File: src/core/fsps_defines.svh
// Constants of the flash self-program host sequencer.
// Assumes a 100 MHz system clock; included by bare name.
`ifndef FSPS_DEFINES_SVH
`define FSPS_DEFINES_SVH

// Control register field positions
`define FSPS_BIT_ENABLE 0
`define FSPS_BIT_ERASE 1
`define FSPS_BIT_WRITE 2
`define FSPS_BIT_CLEAR 4

// Control register command values
`define FSPS_CTRL_LOAD 8'h01
`define FSPS_CTRL_ERASE 8'h03
`define FSPS_CTRL_WRITE 8'h05
`define FSPS_CTRL_CLEAR 8'h11
`define FSPS_CTRL_IDLE 8'h00

// Pointer layout
`define FSPS_PTR_W 16
`define FSPS_WORD_W 4
`define FSPS_PAGE_W 9
`define FSPS_PTR_WORD_LSB 1
`define FSPS_PTR_PAGE_LSB (`FSPS_PTR_WORD_LSB + `FSPS_WORD_W)
`define FSPS_BLOCK_LOW_W 2

// Timing
`define FSPS_ARM_WINDOW 4
`define FSPS_ARM_GAP 2
`define FSPS_STALL_WAIT 8
`define FSPS_CLK_PERIOD_NS 10
`define FSPS_PROG_MAX_NS 4500000
`define FSPS_PROG_TIMEOUT (`FSPS_PROG_MAX_NS / `FSPS_CLK_PERIOD_NS)
`define FSPS_TIMER_W 20

`endif

File: src/core/fsps_pkg.sv
// Types of the flash self-program host sequencer.
// Assumes fsps_defines.svh is on the include path.
`include "fsps_defines.svh"

package fsps_pkg;

  typedef enum logic [1:0] {
    FSPS_OP_LOAD,
    FSPS_OP_ERASE,
    FSPS_OP_WRITE,
    FSPS_OP_CLEAR
  } fsps_op_e;

  typedef enum logic [2:0] {
    FSPS_ERR_NONE,
    FSPS_ERR_FUSE,
    FSPS_ERR_NOT_ERASED,
    FSPS_ERR_DUP_WORD,
    FSPS_ERR_NO_STALL,
    FSPS_ERR_TIMEOUT
  } fsps_err_e;

  typedef struct packed {
    fsps_op_e op;
    logic [`FSPS_PAGE_W-1:0] page;
    logic [`FSPS_WORD_W-1:0] word;
    logic [15:0] data;
  } fsps_cmd_s;

endpackage

File: src/core/fsps_host.sv
// Host sequencer driving a flash self-programming unit: arms the
// control register, issues the store instruction and waits out stalls.
// Assumes device pins are reached directly and its inputs are async.
//
// Summary of operation
// - Host refuses to write a page from the buffer before it is erased.
// - Word field picks buffer word on load; host zeroes it on write.
// - Host only writes pages erased since their last write.
// - Host keeps pointer bit 0 at zero for store commands.
// - Erase: control value 00000011, store within four cycles.
// - Host masks interrupts around the timed control sequence.
// - Load: control value 00000001, store within four cycles.
// - Host never loads a buffer word twice without a clear.
// - Write: control value 00000101, store within four cycles.
// - Host waits for EEPROM busy clear before writing control.
`timescale 1ns/10ps
`include "fsps_defines.svh"

module fsps_host #(
  parameter int unsigned PROG_TIMEOUT = `FSPS_PROG_TIMEOUT
) (
  // Clock and reset
  input wire logic CLK,
  input wire logic RESETN,
  // User command port
  input wire logic CMD_VALID,
  input wire fsps_pkg::fsps_cmd_s CMD,
  output logic CMD_READY,
  output logic DONE,
  output logic ERROR,
  output fsps_pkg::fsps_err_e ERR_CODE,
  output logic BUF_LOST,
  // Device side
  output logic SPM_CTRL_WE,
  output logic [7:0] SPM_CTRL_DATA,
  output logic SPM_STROBE,
  output logic [`FSPS_PTR_W-1:0] SPM_POINTER,
  output logic [15:0] SPM_DATA_PAIR,
  output logic IRQ_DISABLE,
  input wire logic CORE_STALL,
  input wire logic EE_BUSY,
  input wire logic SELF_PROG_FUSE_N
);

  typedef enum logic [3:0] {
    S_IDLE,
    S_CHECK,
    S_ARM,
    S_GAP,
    S_STRB,
    S_WSTALL,
    S_BUSY,
    S_SETTLE,
    S_FIN,
    S_FAIL
  } fsps_state_e;

  fsps_state_e state_r;
  fsps_pkg::fsps_cmd_s cmd_r;
  fsps_pkg::fsps_err_e err_nxt;
  logic [3:0] cnt_r;
  logic [`FSPS_TIMER_W-1:0] busy_cnt_r;
  logic stall_s;
  logic ee_busy_s;
  logic ee_idle_s;
  logic fuse_en_s;
  logic word_hit;
  logic page_ok;
  logic lost;
  logic trk_clr;
  logic trk_set;
  logic trk_erase;
  logic trk_write;
  logic [`FSPS_PTR_W-1:0] ptr_nxt;
  logic [7:0] ctrl_nxt;

  //////////////////////////////////////////////////////////////////////
  // Input synchronisation and state mirror

  fsps_sync #(
    .WIDTH(3)
  ) u_sync (
    .clk(CLK),
    .resetn(RESETN),
    .async_in({CORE_STALL, ~EE_BUSY, ~SELF_PROG_FUSE_N}),
    .sync_out({stall_s, ee_idle_s, fuse_en_s})
  );

  // Synced in inverted sense so that reset reads busy and fuse-disabled
  assign ee_busy_s = !ee_idle_s;

  fsps_track #(
    .WORD_BITS(`FSPS_WORD_W),
    .PAGE_BITS(`FSPS_PAGE_W)
  ) u_track (
    .clk(CLK),
    .resetn(RESETN),
    .clr_words(trk_clr),
    .set_word(trk_set),
    .erase_blk(trk_erase),
    .wr_page(trk_write),
    .ee_busy(ee_busy_s),
    .word_idx(cmd_r.word),
    .page_idx(cmd_r.page),
    .word_hit(word_hit),
    .page_ok(page_ok),
    .lost(lost)
  );

  //////////////////////////////////////////////////////////////////////
  // Command decode

  always_comb begin
    ptr_nxt = '0;
    ctrl_nxt = `FSPS_CTRL_IDLE;
    unique case (cmd_r.op)
      fsps_pkg::FSPS_OP_LOAD: begin
        ctrl_nxt = `FSPS_CTRL_LOAD;
        ptr_nxt[`FSPS_PTR_PAGE_LSB-1:`FSPS_PTR_WORD_LSB] = cmd_r.word;
        ptr_nxt[`FSPS_PTR_PAGE_LSB+`FSPS_PAGE_W-1:`FSPS_PTR_PAGE_LSB] =
          cmd_r.page;
      end
      fsps_pkg::FSPS_OP_ERASE: begin
        ctrl_nxt = `FSPS_CTRL_ERASE;
        ptr_nxt[`FSPS_PTR_PAGE_LSB+`FSPS_PAGE_W-1:`FSPS_PTR_PAGE_LSB] =
          {cmd_r.page[`FSPS_PAGE_W-1:`FSPS_BLOCK_LOW_W],
           {`FSPS_BLOCK_LOW_W{1'b0}}};
      end
      fsps_pkg::FSPS_OP_WRITE: begin
        ctrl_nxt = `FSPS_CTRL_WRITE;
        // Word field and bit 0 stay zero for a page write
        ptr_nxt[`FSPS_PTR_PAGE_LSB+`FSPS_PAGE_W-1:`FSPS_PTR_PAGE_LSB] =
          cmd_r.page;
      end
      fsps_pkg::FSPS_OP_CLEAR: begin
        ctrl_nxt = `FSPS_CTRL_CLEAR;
      end
    endcase
  end

  // Refusals checked before anything reaches the device
  always_comb begin
    err_nxt = fsps_pkg::FSPS_ERR_NONE;
    if (!fuse_en_s) begin
      err_nxt = fsps_pkg::FSPS_ERR_FUSE;
    end else if (cmd_r.op == fsps_pkg::FSPS_OP_WRITE && !page_ok) begin
      err_nxt = fsps_pkg::FSPS_ERR_NOT_ERASED;
    end else if (cmd_r.op == fsps_pkg::FSPS_OP_LOAD && word_hit) begin
      err_nxt = fsps_pkg::FSPS_ERR_DUP_WORD;
    end
  end

  // Mirror updates follow what the device does to its own buffer
  always_comb begin
    trk_set = (state_r == S_STRB) && (cmd_r.op == fsps_pkg::FSPS_OP_LOAD);
    trk_erase = (state_r == S_BUSY) && !stall_s &&
                (cmd_r.op == fsps_pkg::FSPS_OP_ERASE);
    trk_write = (state_r == S_BUSY) && !stall_s &&
                (cmd_r.op == fsps_pkg::FSPS_OP_WRITE);
    trk_clr = trk_write ||
              ((state_r == S_SETTLE) && (cnt_r == 4'(`FSPS_ARM_WINDOW)));
  end

  //////////////////////////////////////////////////////////////////////
  // Sequencer

  always_ff @(posedge CLK or negedge RESETN) begin
    if (!RESETN) begin
      state_r <= S_IDLE;
      cmd_r <= '0;
      cnt_r <= '0;
      busy_cnt_r <= '0;
      ERR_CODE <= fsps_pkg::FSPS_ERR_NONE;
    end else begin
      unique case (state_r)
        S_IDLE: begin
          if (CMD_VALID) begin
            cmd_r <= CMD;
            state_r <= S_CHECK;
          end
        end
        S_CHECK: begin
          if (err_nxt != fsps_pkg::FSPS_ERR_NONE) begin
            ERR_CODE <= err_nxt;
            state_r <= S_FAIL;
          end else if (!ee_busy_s) begin
            state_r <= S_ARM;
          end
        end
        S_ARM: begin
          cnt_r <= '0;
          if (cmd_r.op == fsps_pkg::FSPS_OP_CLEAR) begin
            state_r <= S_SETTLE;
          end else begin
            state_r <= S_GAP;
          end
        end
        S_GAP: begin
          cnt_r <= cnt_r + 4'h1;
          if (cnt_r == 4'(`FSPS_ARM_GAP - 1)) begin
            state_r <= S_STRB;
          end
        end
        S_STRB: begin
          cnt_r <= '0;
          if (cmd_r.op == fsps_pkg::FSPS_OP_LOAD) begin
            state_r <= S_FIN;
          end else begin
            state_r <= S_WSTALL;
          end
        end
        S_WSTALL: begin
          cnt_r <= cnt_r + 4'h1;
          busy_cnt_r <= '0;
          if (stall_s) begin
            state_r <= S_BUSY;
          end else if (cnt_r == 4'(`FSPS_STALL_WAIT)) begin
            ERR_CODE <= fsps_pkg::FSPS_ERR_NO_STALL;
            state_r <= S_FAIL;
          end
        end
        S_BUSY: begin
          busy_cnt_r <= busy_cnt_r + 20'h00001;
          if (!stall_s) begin
            state_r <= S_FIN;
          end else if (busy_cnt_r == PROG_TIMEOUT[`FSPS_TIMER_W-1:0]) begin
            ERR_CODE <= fsps_pkg::FSPS_ERR_TIMEOUT;
            state_r <= S_FAIL;
          end
        end
        S_SETTLE: begin
          // Let the armed enable bit expire before the next command
          cnt_r <= cnt_r + 4'h1;
          if (cnt_r == 4'(`FSPS_ARM_WINDOW)) begin
            state_r <= S_FIN;
          end
        end
        S_FIN: begin
          ERR_CODE <= fsps_pkg::FSPS_ERR_NONE;
          state_r <= S_IDLE;
        end
        S_FAIL: begin
          state_r <= S_IDLE;
        end
      endcase
    end
  end

  //////////////////////////////////////////////////////////////////////
  // Device-facing outputs

  always_ff @(posedge CLK or negedge RESETN) begin
    if (!RESETN) begin
      SPM_CTRL_WE <= 1'b0;
      SPM_CTRL_DATA <= `FSPS_CTRL_IDLE;
      SPM_STROBE <= 1'b0;
      SPM_POINTER <= '0;
      SPM_DATA_PAIR <= '0;
      IRQ_DISABLE <= 1'b0;
    end else begin
      SPM_CTRL_WE <= (state_r == S_ARM);
      SPM_STROBE <= (state_r == S_GAP) &&
                    (cnt_r == 4'(`FSPS_ARM_GAP - 1));
      if (state_r == S_ARM) begin
        SPM_CTRL_DATA <= ctrl_nxt;
        SPM_POINTER <= ptr_nxt;
        SPM_DATA_PAIR <= cmd_r.data;
      end
      // Mask from the check until the store has been issued
      if (state_r == S_CHECK && err_nxt == fsps_pkg::FSPS_ERR_NONE) begin
        IRQ_DISABLE <= 1'b1;
      end else if (state_r == S_STRB || state_r == S_FIN ||
                   state_r == S_FAIL) begin
        IRQ_DISABLE <= 1'b0;
      end
    end
  end

  //////////////////////////////////////////////////////////////////////
  // User-facing outputs

  always_ff @(posedge CLK or negedge RESETN) begin
    if (!RESETN) begin
      CMD_READY <= 1'b0;
      DONE <= 1'b0;
      ERROR <= 1'b0;
      BUF_LOST <= 1'b0;
    end else begin
      CMD_READY <= (state_r == S_IDLE) && !CMD_VALID;
      DONE <= (state_r == S_FIN);
      ERROR <= (state_r == S_FAIL);
      BUF_LOST <= lost;
    end
  end

endmodule

File: src/core/fsps_sync.sv
// Two-flop synchroniser for a group of level inputs.
// Assumes the inputs are quasi-static levels from outside the clock.
`timescale 1ns/10ps

module fsps_sync #(
  parameter int WIDTH = 1
) (
  // Clock and reset
  input wire logic clk,
  input wire logic resetn,
  // Levels
  input wire logic [WIDTH-1:0] async_in,
  output logic [WIDTH-1:0] sync_out
);

  logic [WIDTH-1:0] meta_r;

  always_ff @(posedge clk or negedge resetn) begin
    if (!resetn) begin
      meta_r <= '0;
      sync_out <= '0;
    end else begin
      meta_r <= async_in;
      sync_out <= meta_r;
    end
  end

endmodule

File: src/core/fsps_track.sv
// Mirror of buffer words loaded and flash pages erased.
// Assumes one update strobe per cycle from the sequencer, except clr_words raised with wr_page.
`timescale 1ns/10ps
`include "fsps_defines.svh"

module fsps_track #(
  parameter int WORD_BITS = `FSPS_WORD_W,
  parameter int PAGE_BITS = `FSPS_PAGE_W
) (
  // Clock and reset
  input wire logic clk,
  input wire logic resetn,
  // Updates
  input wire logic clr_words,
  input wire logic set_word,
  input wire logic erase_blk,
  input wire logic wr_page,
  input wire logic ee_busy,
  input wire logic [WORD_BITS-1:0] word_idx,
  input wire logic [PAGE_BITS-1:0] page_idx,
  // Queries
  output logic word_hit,
  output logic page_ok,
  output logic lost
);

  localparam int NWORDS = 2 ** WORD_BITS;
  localparam int NPAGES = 2 ** PAGE_BITS;

  logic [NWORDS-1:0] words_r;
  logic pages_r [0:NPAGES-1];

  assign word_hit = words_r[word_idx];
  assign page_ok = pages_r[page_idx];
  // The device drops loaded words when an EEPROM write runs
  assign lost = ee_busy && (|words_r);

  always_ff @(posedge clk or negedge resetn) begin
    if (!resetn) begin
      words_r <= '0;
    end else if (clr_words || lost) begin
      words_r <= '0;
    end else if (set_word) begin
      words_r[word_idx] <= 1'b1;
    end
  end

  // A written page needs a new erase before it may be written again
  genvar g;
  generate
    for (g = 0; g < NPAGES; g = g + 1) begin : g_page
      localparam logic [PAGE_BITS-1:0] PIDX = PAGE_BITS'(g);
      always_ff @(posedge clk or negedge resetn) begin
        if (!resetn) begin
          pages_r[g] <= 1'b0;
        end else if (erase_blk && (PIDX[PAGE_BITS-1:`FSPS_BLOCK_LOW_W] ==
                     page_idx[PAGE_BITS-1:`FSPS_BLOCK_LOW_W])) begin
          pages_r[g] <= 1'b1;
        end else if (wr_page && (PIDX == page_idx)) begin
          pages_r[g] <= 1'b0;
        end
      end
    end
  endgenerate

endmodule

File: config.mk
export PLATFORM = sky130hd
export DESIGN_NAME = fsps_host
export DESIGN_NICKNAME = d
export VERILOG_FILES = /design/src/core/fsps_pkg.sv /design/src/core/fsps_host.sv /design/src/core/fsps_sync.sv /design/src/core/fsps_track.sv
export VERILOG_INCLUDE_DIRS = /design/src /design/src/core
export SDC_FILE = /design/constraint.sdc
export NUM_CORES = 1
export LEC_CHECK = 0
export BUFFER_PORTS_ARGS = -buffer_cell sky130_fd_sc_hd__buf_2
export CORE_UTILIZATION = 55
export DETAILED_ROUTE_END_ITERATION = 16
export HOLD_SLACK_MARGIN = 0.05
export MAX_ROUTING_LAYER = met4
export PLACE_DENSITY = 0.76
export SYNTH_ARGS = -nofsm -noshare
export SYNTH_HDL_FRONTEND = slang
export SYNTH_SLANG_ARGS = --single-unit
File: constraint.sdc
create_clock -name CLK -period 5.6 [get_ports CLK]
set_clock_uncertainty 0.05 [all_clocks]
set_input_delay 1.12 -clock CLK [delete_from_list [all_inputs] [get_ports CLK]]
set_output_delay 1.12 -clock CLK [all_outputs]
set_load 0.1 [all_outputs]
# == Yosys cells after proc, flatten, opt, wreduce, memory -nomap -nowiden ==
# Index checks and enable logic that the tools add are counted.
# totals
regBits,640
inputBits,37
output_inout_bits,50
wordCells,3459
# op_classes
addsub,2
magnitude_cmp,3
eq_ne,665
muxes,1061
bitwise_logic,4
reduce_logical,1191
# ops
operator,n
$eq 9x9->1 const A,256
$eq 8x9->1 const A,128
$reduce_bool 2->1,516
$mux 1,1030
$logic_and 1x1->1,652
$eq 7x9->1 const A,64
$eq 7x7->1 const A,64
$eq 6x9->1 const A,32
$eq 6x7->1 const A,32
$eq 5x9->1 const A,16
$eq 5x7->1 const A,16
$eq 4x9->1 const A,8
$eq 4x7->1 const A,8
$mux 4,11
$pmux 20 s2,1
$eq 3x9->1 const A,4
$pmux 4 s9,1
$mux 16,2
$pmux 8 s4,1
$eq 3x7->1 const A,4
$add 20x1->20 const B,1
$eq 20x19->1 const B,1
$eq 4x3->1 const B,5
$eq 2x9->1 const A,2
other kinds (41),71

# == Depth between registers and ports, before layout ==
# logic_depth
depth_word,11
mapped_depth,14
ltp_nobuf,9

# == By module ==
# Synthesis repeated with hierarchy kept, for this count alone.
# unflattened
cells_unflattened,2773
hier_area_um2,28889.0
# modules_own_cells
module,instances,cells_per_inst,area_each_um2,seq_area_each_um2
fsps_track,1,2312,24056.8,13212.7
fsps_host,1,455,4682.0,2552.4
fsps_sync,1,6,150.1,150.1

# == Least setup slack after synthesis ==
# OpenSTA, ideal clock, no wires.
# synth_path
path_kind,register -> register
from,reg cmd_r[20] (netlist bit)
to,reg state_r[2]
setup_ns,0.128
arrival_ns,2.915
required_time_ns,5.422
slack_ns,2.507
path_stages_with_launch,13
n_path_buf,3
period_less_slack_ns,3.093
cell_sequence,dfrtp_1 -> buf_6 -> buf_8 -> buf_2 -> mux4_2 -> a22oi_1 -> a21oi_1 -> a311oi_1 -> o31ai_1 -> a31oi_1 -> nor3_4 -> a211oi_4 -> mux2_1
# synth_via
elab_chain_len,11
word_cells_on_any_way,13
cone_classes,eq/ne (1); mux (7); bitwise (1); reduce/logical (4)
# synth_rtl
element,line_no,rtl
from (decl),fsps_host.sv:59,fsps_pkg::fsps_cmd_s cmd_r;
from (signal assigned),fsps_host.sv:170,cmd_r <= '0;
from (signal assigned),fsps_host.sv:178,cmd_r <= CMD;
$not 9->10 (implied by the code) *,fsps_track.sv:34,assign page_ok = pages_r[page_idx];
$bmux 1 s9 *,fsps_track.sv:34,
$mux 1 (implied by the code) * (2 in a row),fsps_track.sv:34,
$logic_not 1->1 *,fsps_host.sv:146,end else if (cmd_r.op == fsps_pkg::FSPS_OP_WRITE && !page_ok) begin
$logic_and 1x1->1 *,fsps_host.sv:146,
$mux 2 *,fsps_host.sv:146,
$mux 2 *,fsps_host.sv:144,if (!fuse_en_s) begin
$reduce_bool 3->1 *,fsps_host.sv:183,if (err_nxt != fsps_pkg::FSPS_ERR_NONE) begin
$mux 4 / $ne 3x2->1 (equally long branches),--,
$pmux 4 s9 / $reduce_and 6->1 (equally long branches),--,
to (signal assigned),fsps_host.sv:179,state_r <= S_CHECK;
to (signal assigned),fsps_host.sv:185,state_r <= S_FAIL;
to (signal assigned),fsps_host.sv:187,state_r <= S_ARM;
to (decl),fsps_host.sv:58,fsps_state_e state_r;
# Every way passes the cells marked *; elsewhere a longest branch is shown, timed or not. The select of a mux whose other input is x is not followed.
# A chain may end at the register's enable or synchronous reset.

# == Worst setup path in the final report ==
# layout_path
from,reg cmd_r[21] (netlist bit)
to,reg state_r[2]
# Same word-level chain as after synthesis.

==> results.md <==
Floorplanning:
- For this design the top-level I/O count stands at between 80 and 90.
- The area inside the core boundary is 0.0514 mm^2.
- From left edge to right edge, the die measures 230 um.
- The die is 230 um tall.
- The starting density of the core is 55.8%.
- The die area is around 0.053 mm^2.
- The placement row count is 83.

Clocking:
- The later pin in the worst-skew pair is clocked with a latency of around 0.62 ns.
- The clock passes through at most 3 buffers.
- The quantity of hold-fixing buffers added after cts is 0.
- CTS saw around 640 sinks.
- The clock tree synthesis step divided the H-tree into 3 levels.
- The number of instances resized during post-cts repair is 0.
- TritonCTS created 66 clock buffers.
- After clock tree synthesis, the clock-pin slew on the worst setup and hold paths is 0.06 ns.
- The CTS root buffer is sky130_fd_sc_hd__clkbuf_16.
- The post-CTS setup buffer count is 0.
- TritonCTS built the clock tree.

Power:
- The sequential share of power is a little under two fifths.
- The power spent charging and discharging nets is between 0.006 and 0.007 W.
- Net switching is between 40% and 50% of the power.
- The cell leakage power is 17.3 nW.
- Across the VDD grid, the largest voltage drop is slightly above 0.0003 V.
- The clock network is responsible for 29.5% of the overall power.
- Internal power comes to a little under 0.009 W.
- The power density of the placed cells is 470 mW/mm^2.
- The part of the power in combinational logic is between 30% and 40%.

Detailed routing:
- After the first detailed-routing iteration, the DRC count stood at 3217.
- The total routed wire length on the met1 layer is 33200 um.
- The via count normalized by instance count is 6.59.
- After detailed routing, the number of remaining DRC violations is 0.
- Before antenna repair, the detailed router went through 7 iterations.
- In the final routed layout, each cell accounts on average for approximately 24 um.
- The uppermost signal routing layer after detailed routing is met4.
- The aggregate routed wire length is a little under 90000 um.
- The met2 routed wirelength is around 40000 um.
- The overall via count from detail_route is 23600.
- The number of routed nets with antenna violations is 0.
- After detailed routing, the met3 layer carries between 9000 and 10000 um of wire.

GRT:
- The global-route wire length before repair is 134000 um.
- Entering global routing, the biggest net connects 132 pins.
- The sum of overflow across all layers after global routing is 0.
- The total track usage is 34.1%.
- The via count of the first global-routing pass is between 20000 and 25000.
- The number of antenna violations at the first check in global routing is 1.

STA:
- The portion of the clock cycle consumed by the worst path in the final layout is between 80 and 90%.
- Headroom to the max-slew limit came out at 12.8%.
- The post-route worst setup slack is 1.02 ns.
- Setup repair after global routing left no endpoint under its margin.
- The total count of hold-check failures in the final report is 0.
- The transition time at the pin with the least slew margin is 1.31 ns.
- The count of endpoints failing setup in the final report is 0.
- The number of pins exceeding their max-slew limit in the final report is 0.
- After layout, the minimum clock period comes to roughly 4.6 ns.
- The setup total negative slack is 0 ns.
- Based on the critical path, the design can be clocked at up to 0.218 GHz.

Logic synthesis:
- Averaged over all synthesized cells, the footprint is between 10 and 15 um^2.
- The primary flip-flop cell chosen by synthesis mapping is sky130_fd_sc_hd__dfrtp_1.
- The number of distinct library cells after synthesis is 70.
- During synthesis, Yosys emitted a total of 0 warnings.
- The most area-hungry cell type in the Yosys netlist is sky130_fd_sc_hd__dfrtp_1.
- The share of synthesized flip-flops with an asynchronous set or reset is 100%.
- The count of flip-flops with a built-in enable after synthesis is 0.
- In the post-synthesis netlist, the biggest area contributors are sky130_fd_sc_hd__dfrtp_1, sky130_fd_sc_hd__nand2_1, sky130_fd_sc_hd__o21ai_0.
- Synthesis handed over a netlist of 2819 instances.
- The summed instance area of the synthesized netlist is approximately 0.029 mm^2.
- The fraction of synthesized cell area taken by the top area cell type is 55.5%.
- The part of the Yosys area used for sequential elements is between 50 and 60%.
- The synthesized design contains about 640 register bits.

Placement:
- The weighted congestion at the end of routability-driven global placement is between 0.9 and 1.
- The placed wire-length estimate is around 55000 um.
- Input and output buffers added on the ports amount to 79.
- Prior to clock tree synthesis, the placed netlist has a worst setup slack of 1.44 ns.

Worst setup path:
- In this run the worst path has a maximum fanout of between 50 and 60.
- STA puts the critical path data required time at 6.02 ns.
- Data on the critical path arrives at its endpoint at between 5 and 6 ns.
- Across all register-to-register paths, the minimum setup slack is slightly above 1 ns.
- The cell with the biggest individual delay on the critical path is sky130_fd_sc_hd__dfrtp_4.
- Traced cell by cell, the critical path runs through buf_12 -> mux4_2 -> a22o_1 -> a221oi_1 -> o311ai_0 -> a31oi_1 -> nor3_4 -> a211oi_4 -> mux2_1.
- STA classifies the critical path startpoint as a register.
- The start-to-end type of the worst setup path is reg -> reg.
- On the critical path the largest part of the delay comes from compound AO/OA/AOI/OAI gates.
- The count of buffer and inverter cells on the critical path is 1.
- In this design, the stage delay of the slowest critical-path cell is around 0.91 ns.
- The kind of end point of the critical path is a register.

Cells and area:
- Summing all multi-input logic gate instances after layout gives roughly 0.012 mm^2.
- The fill cell total of the finished layout is about 4100.
- After the last flow step, the layout net total stands at between 2000 and 3000.
- The post-route netlist has 12.8% of its cells at a drive strength greater than 1.
- The combined flip-flop and latch cell area is around 0.016 mm^2.
- From synthesis to final layout, the design area changed by 10.8%.

Outcome:
- The run finished with clean final reports.

Run:
- The number of max-capacitance violations reported is 0.

Hold path:
- The worst min-delay path category is reg -> reg.
## path summary, 6_finish.rpt
| kind | cells after the start | endpoint | from |
|---|---|---|---|
| hold reg to reg | 0 | u_sync.sync_out[2] | u_sync.meta_r[2] |
| hold / removal | 0 | u_sync.sync_out[2] | u_sync.meta_r[2] |
| setup / recovery | 9 | state_r[2] | cmd_r[21] |
| max in group asynchronous | 2 | u_track.pages_r[140] | RESETN |
| setup reg to reg | 9 | state_r[2] | cmd_r[21] |
| min in group asynchronous | 1 | busy_cnt_r[16] | RESETN |
## layer usage
metal,GRT usage [%],vias up
met5,-,-
met4,17.1,0
met3,8.79,373
met2,49.7,1470
met1,44.4,11800
li1,-,9895
## cell families after synthesis
kind of cell	share of synthesized area, %
and+or+nand+nor	14.9
muxes	12.7
other	0.0131
DFF	55.5
xor gates and xnor gates	0.0305
adders and majority gates	0.218
buffers and inverters	3.42
AOI/OAI and AO/OA	13.2
## cells in the mapped netlist, drive strengths merged, types with 2 or more instances
| library cell | n |
|---|---|
| and2b | 2 |
| mux4 | 96 |
| nor3 | 21 |
| a21oi | 26 |
| o21ai | 543 |
| a2111oi | 3 |
| or3 | 2 |
| nand4 | 15 |
| a311o | 2 |
| a32oi | 2 |
| ha | 5 |
| a22oi | 43 |
| nand2b | 12 |
| a211o | 3 |
| o31ai | 6 |
| clkbuf | 116 |
| inv | 16 |
| o22a | 4 |
| a22o | 5 |
| and2 | 6 |
| a21o | 5 |
| nand3 | 59 |
| a41oi | 2 |
| and3 | 8 |
| nor4 | 10 |
| o211ai | 6 |
| o311ai | 2 |
| mux2 | 39 |
| and3b | 2 |
| nor2b | 15 |
| a31oi | 20 |
| a311oi | 2 |
| dfrtp | 636 |
| nand2 | 823 |
| o22ai | 2 |
| nor2 | 79 |
| mux2i | 98 |
| buf | 64 |
## through the flow
step	cells	util, %	power (W)	cell area (um^2)	hold WS [ns]
floorplan	2825	-	0.00894	28700	0.281
global placement	3465	57.7	0.0104	29700	0.290
detailed placement	3465	57.7	0.0105	29700	0.296
CTS	3580	61.9	0.0148	31800	0.310
global route	3581	61.9	0.0154	31800	0.315
finish	3581	61.9	0.0150	31800	0.310
## placed cells by master (no fill, tap or decap), types with 4 or more instances in the layout
master                      instances
sky130_fd_sc_hd__nand4_1           15
sky130_fd_sc_hd__mux2i_1           98
sky130_fd_sc_hd__buf_12             7
sky130_fd_sc_hd__nor2b_1           15
sky130_fd_sc_hd__a21oi_1           25
sky130_fd_sc_hd__nor2_1            77
sky130_fd_sc_hd__clkbuf_16         71
sky130_fd_sc_hd__a22o_1             5
sky130_fd_sc_hd__ha_1               5
sky130_fd_sc_hd__clkinv_2          10
sky130_fd_sc_hd__a22oi_1           43
sky130_fd_sc_hd__o211ai_1           6
sky130_fd_sc_hd__nor3_1            17
sky130_fd_sc_hd__conb_1             7
sky130_fd_sc_hd__nor4_1            10
sky130_fd_sc_hd__nand2b_1          12
sky130_fd_sc_hd__a21o_1             5
sky130_fd_sc_hd__nand3_1           56
sky130_fd_sc_hd__nor3_4             4
sky130_fd_sc_hd__and3_1             8
sky130_fd_sc_hd__mux4_1            17
sky130_fd_sc_hd__o22a_1             4
sky130_fd_sc_hd__clkbuf_8           9
sky130_fd_sc_hd__nand2_1          823
sky130_fd_sc_hd__and2_1             6
sky130_fd_sc_hd__mux4_2            79
sky130_fd_sc_hd__o31ai_1            6
sky130_fd_sc_hd__dfrtp_1          633
sky130_fd_sc_hd__buf_4             54
sky130_fd_sc_hd__inv_1             14
sky130_fd_sc_hd__a31oi_1           20
sky130_fd_sc_hd__mux2_2            37
sky130_fd_sc_hd__o21ai_0          543
sky130_fd_sc_hd__buf_2             78
sky130_fd_sc_hd__clkbuf_1          19
## flip-flops by register name, indices dropped and copies added (netlist names), 3 cells and up
register and flops:
SPM_CTRL_DATA 4, u_track.words_r 16, state_r 4, u_sync.sync_out 3, SPM_POINTER 13, cnt_r 4
u_sync.meta_r 3, SPM_DATA_PAIR 16, u_track.pages_r 512, ERR_CODE 3, busy_cnt_r 20, cmd_r 31
## area by class of cell
class / instances / share of cell area [%]
Inverter: 17 / 0.201
Multi-Input combinational cell: 1992 / 37.3
Sequential cell: 636 / 50.1
Tap cell: 680 / 2.68
Antenna cell: 1 / 0.00787
Timing Repair Buffer: 140 / 2.99
Clock buffer: 99 / 6.20
Clock inverter: 16 / 0.519
## power by group through the flow
stage / Sequential (W) / Combinational, W / Clock (W)
CTS: 0.00549 / 0.00491 / 0.00443
global route: 0.00556 / 0.00520 / 0.00460
floorplan: 0.00607 / 0.00288 / 0
global placement: 0.00554 / 0.00482 / 0
detailed placement: 0.00557 / 0.00489 / 0
finish: 0.00550 / 0.00504 / 0.00440
No activity file was read; power rests on OpenSTA's default activity.
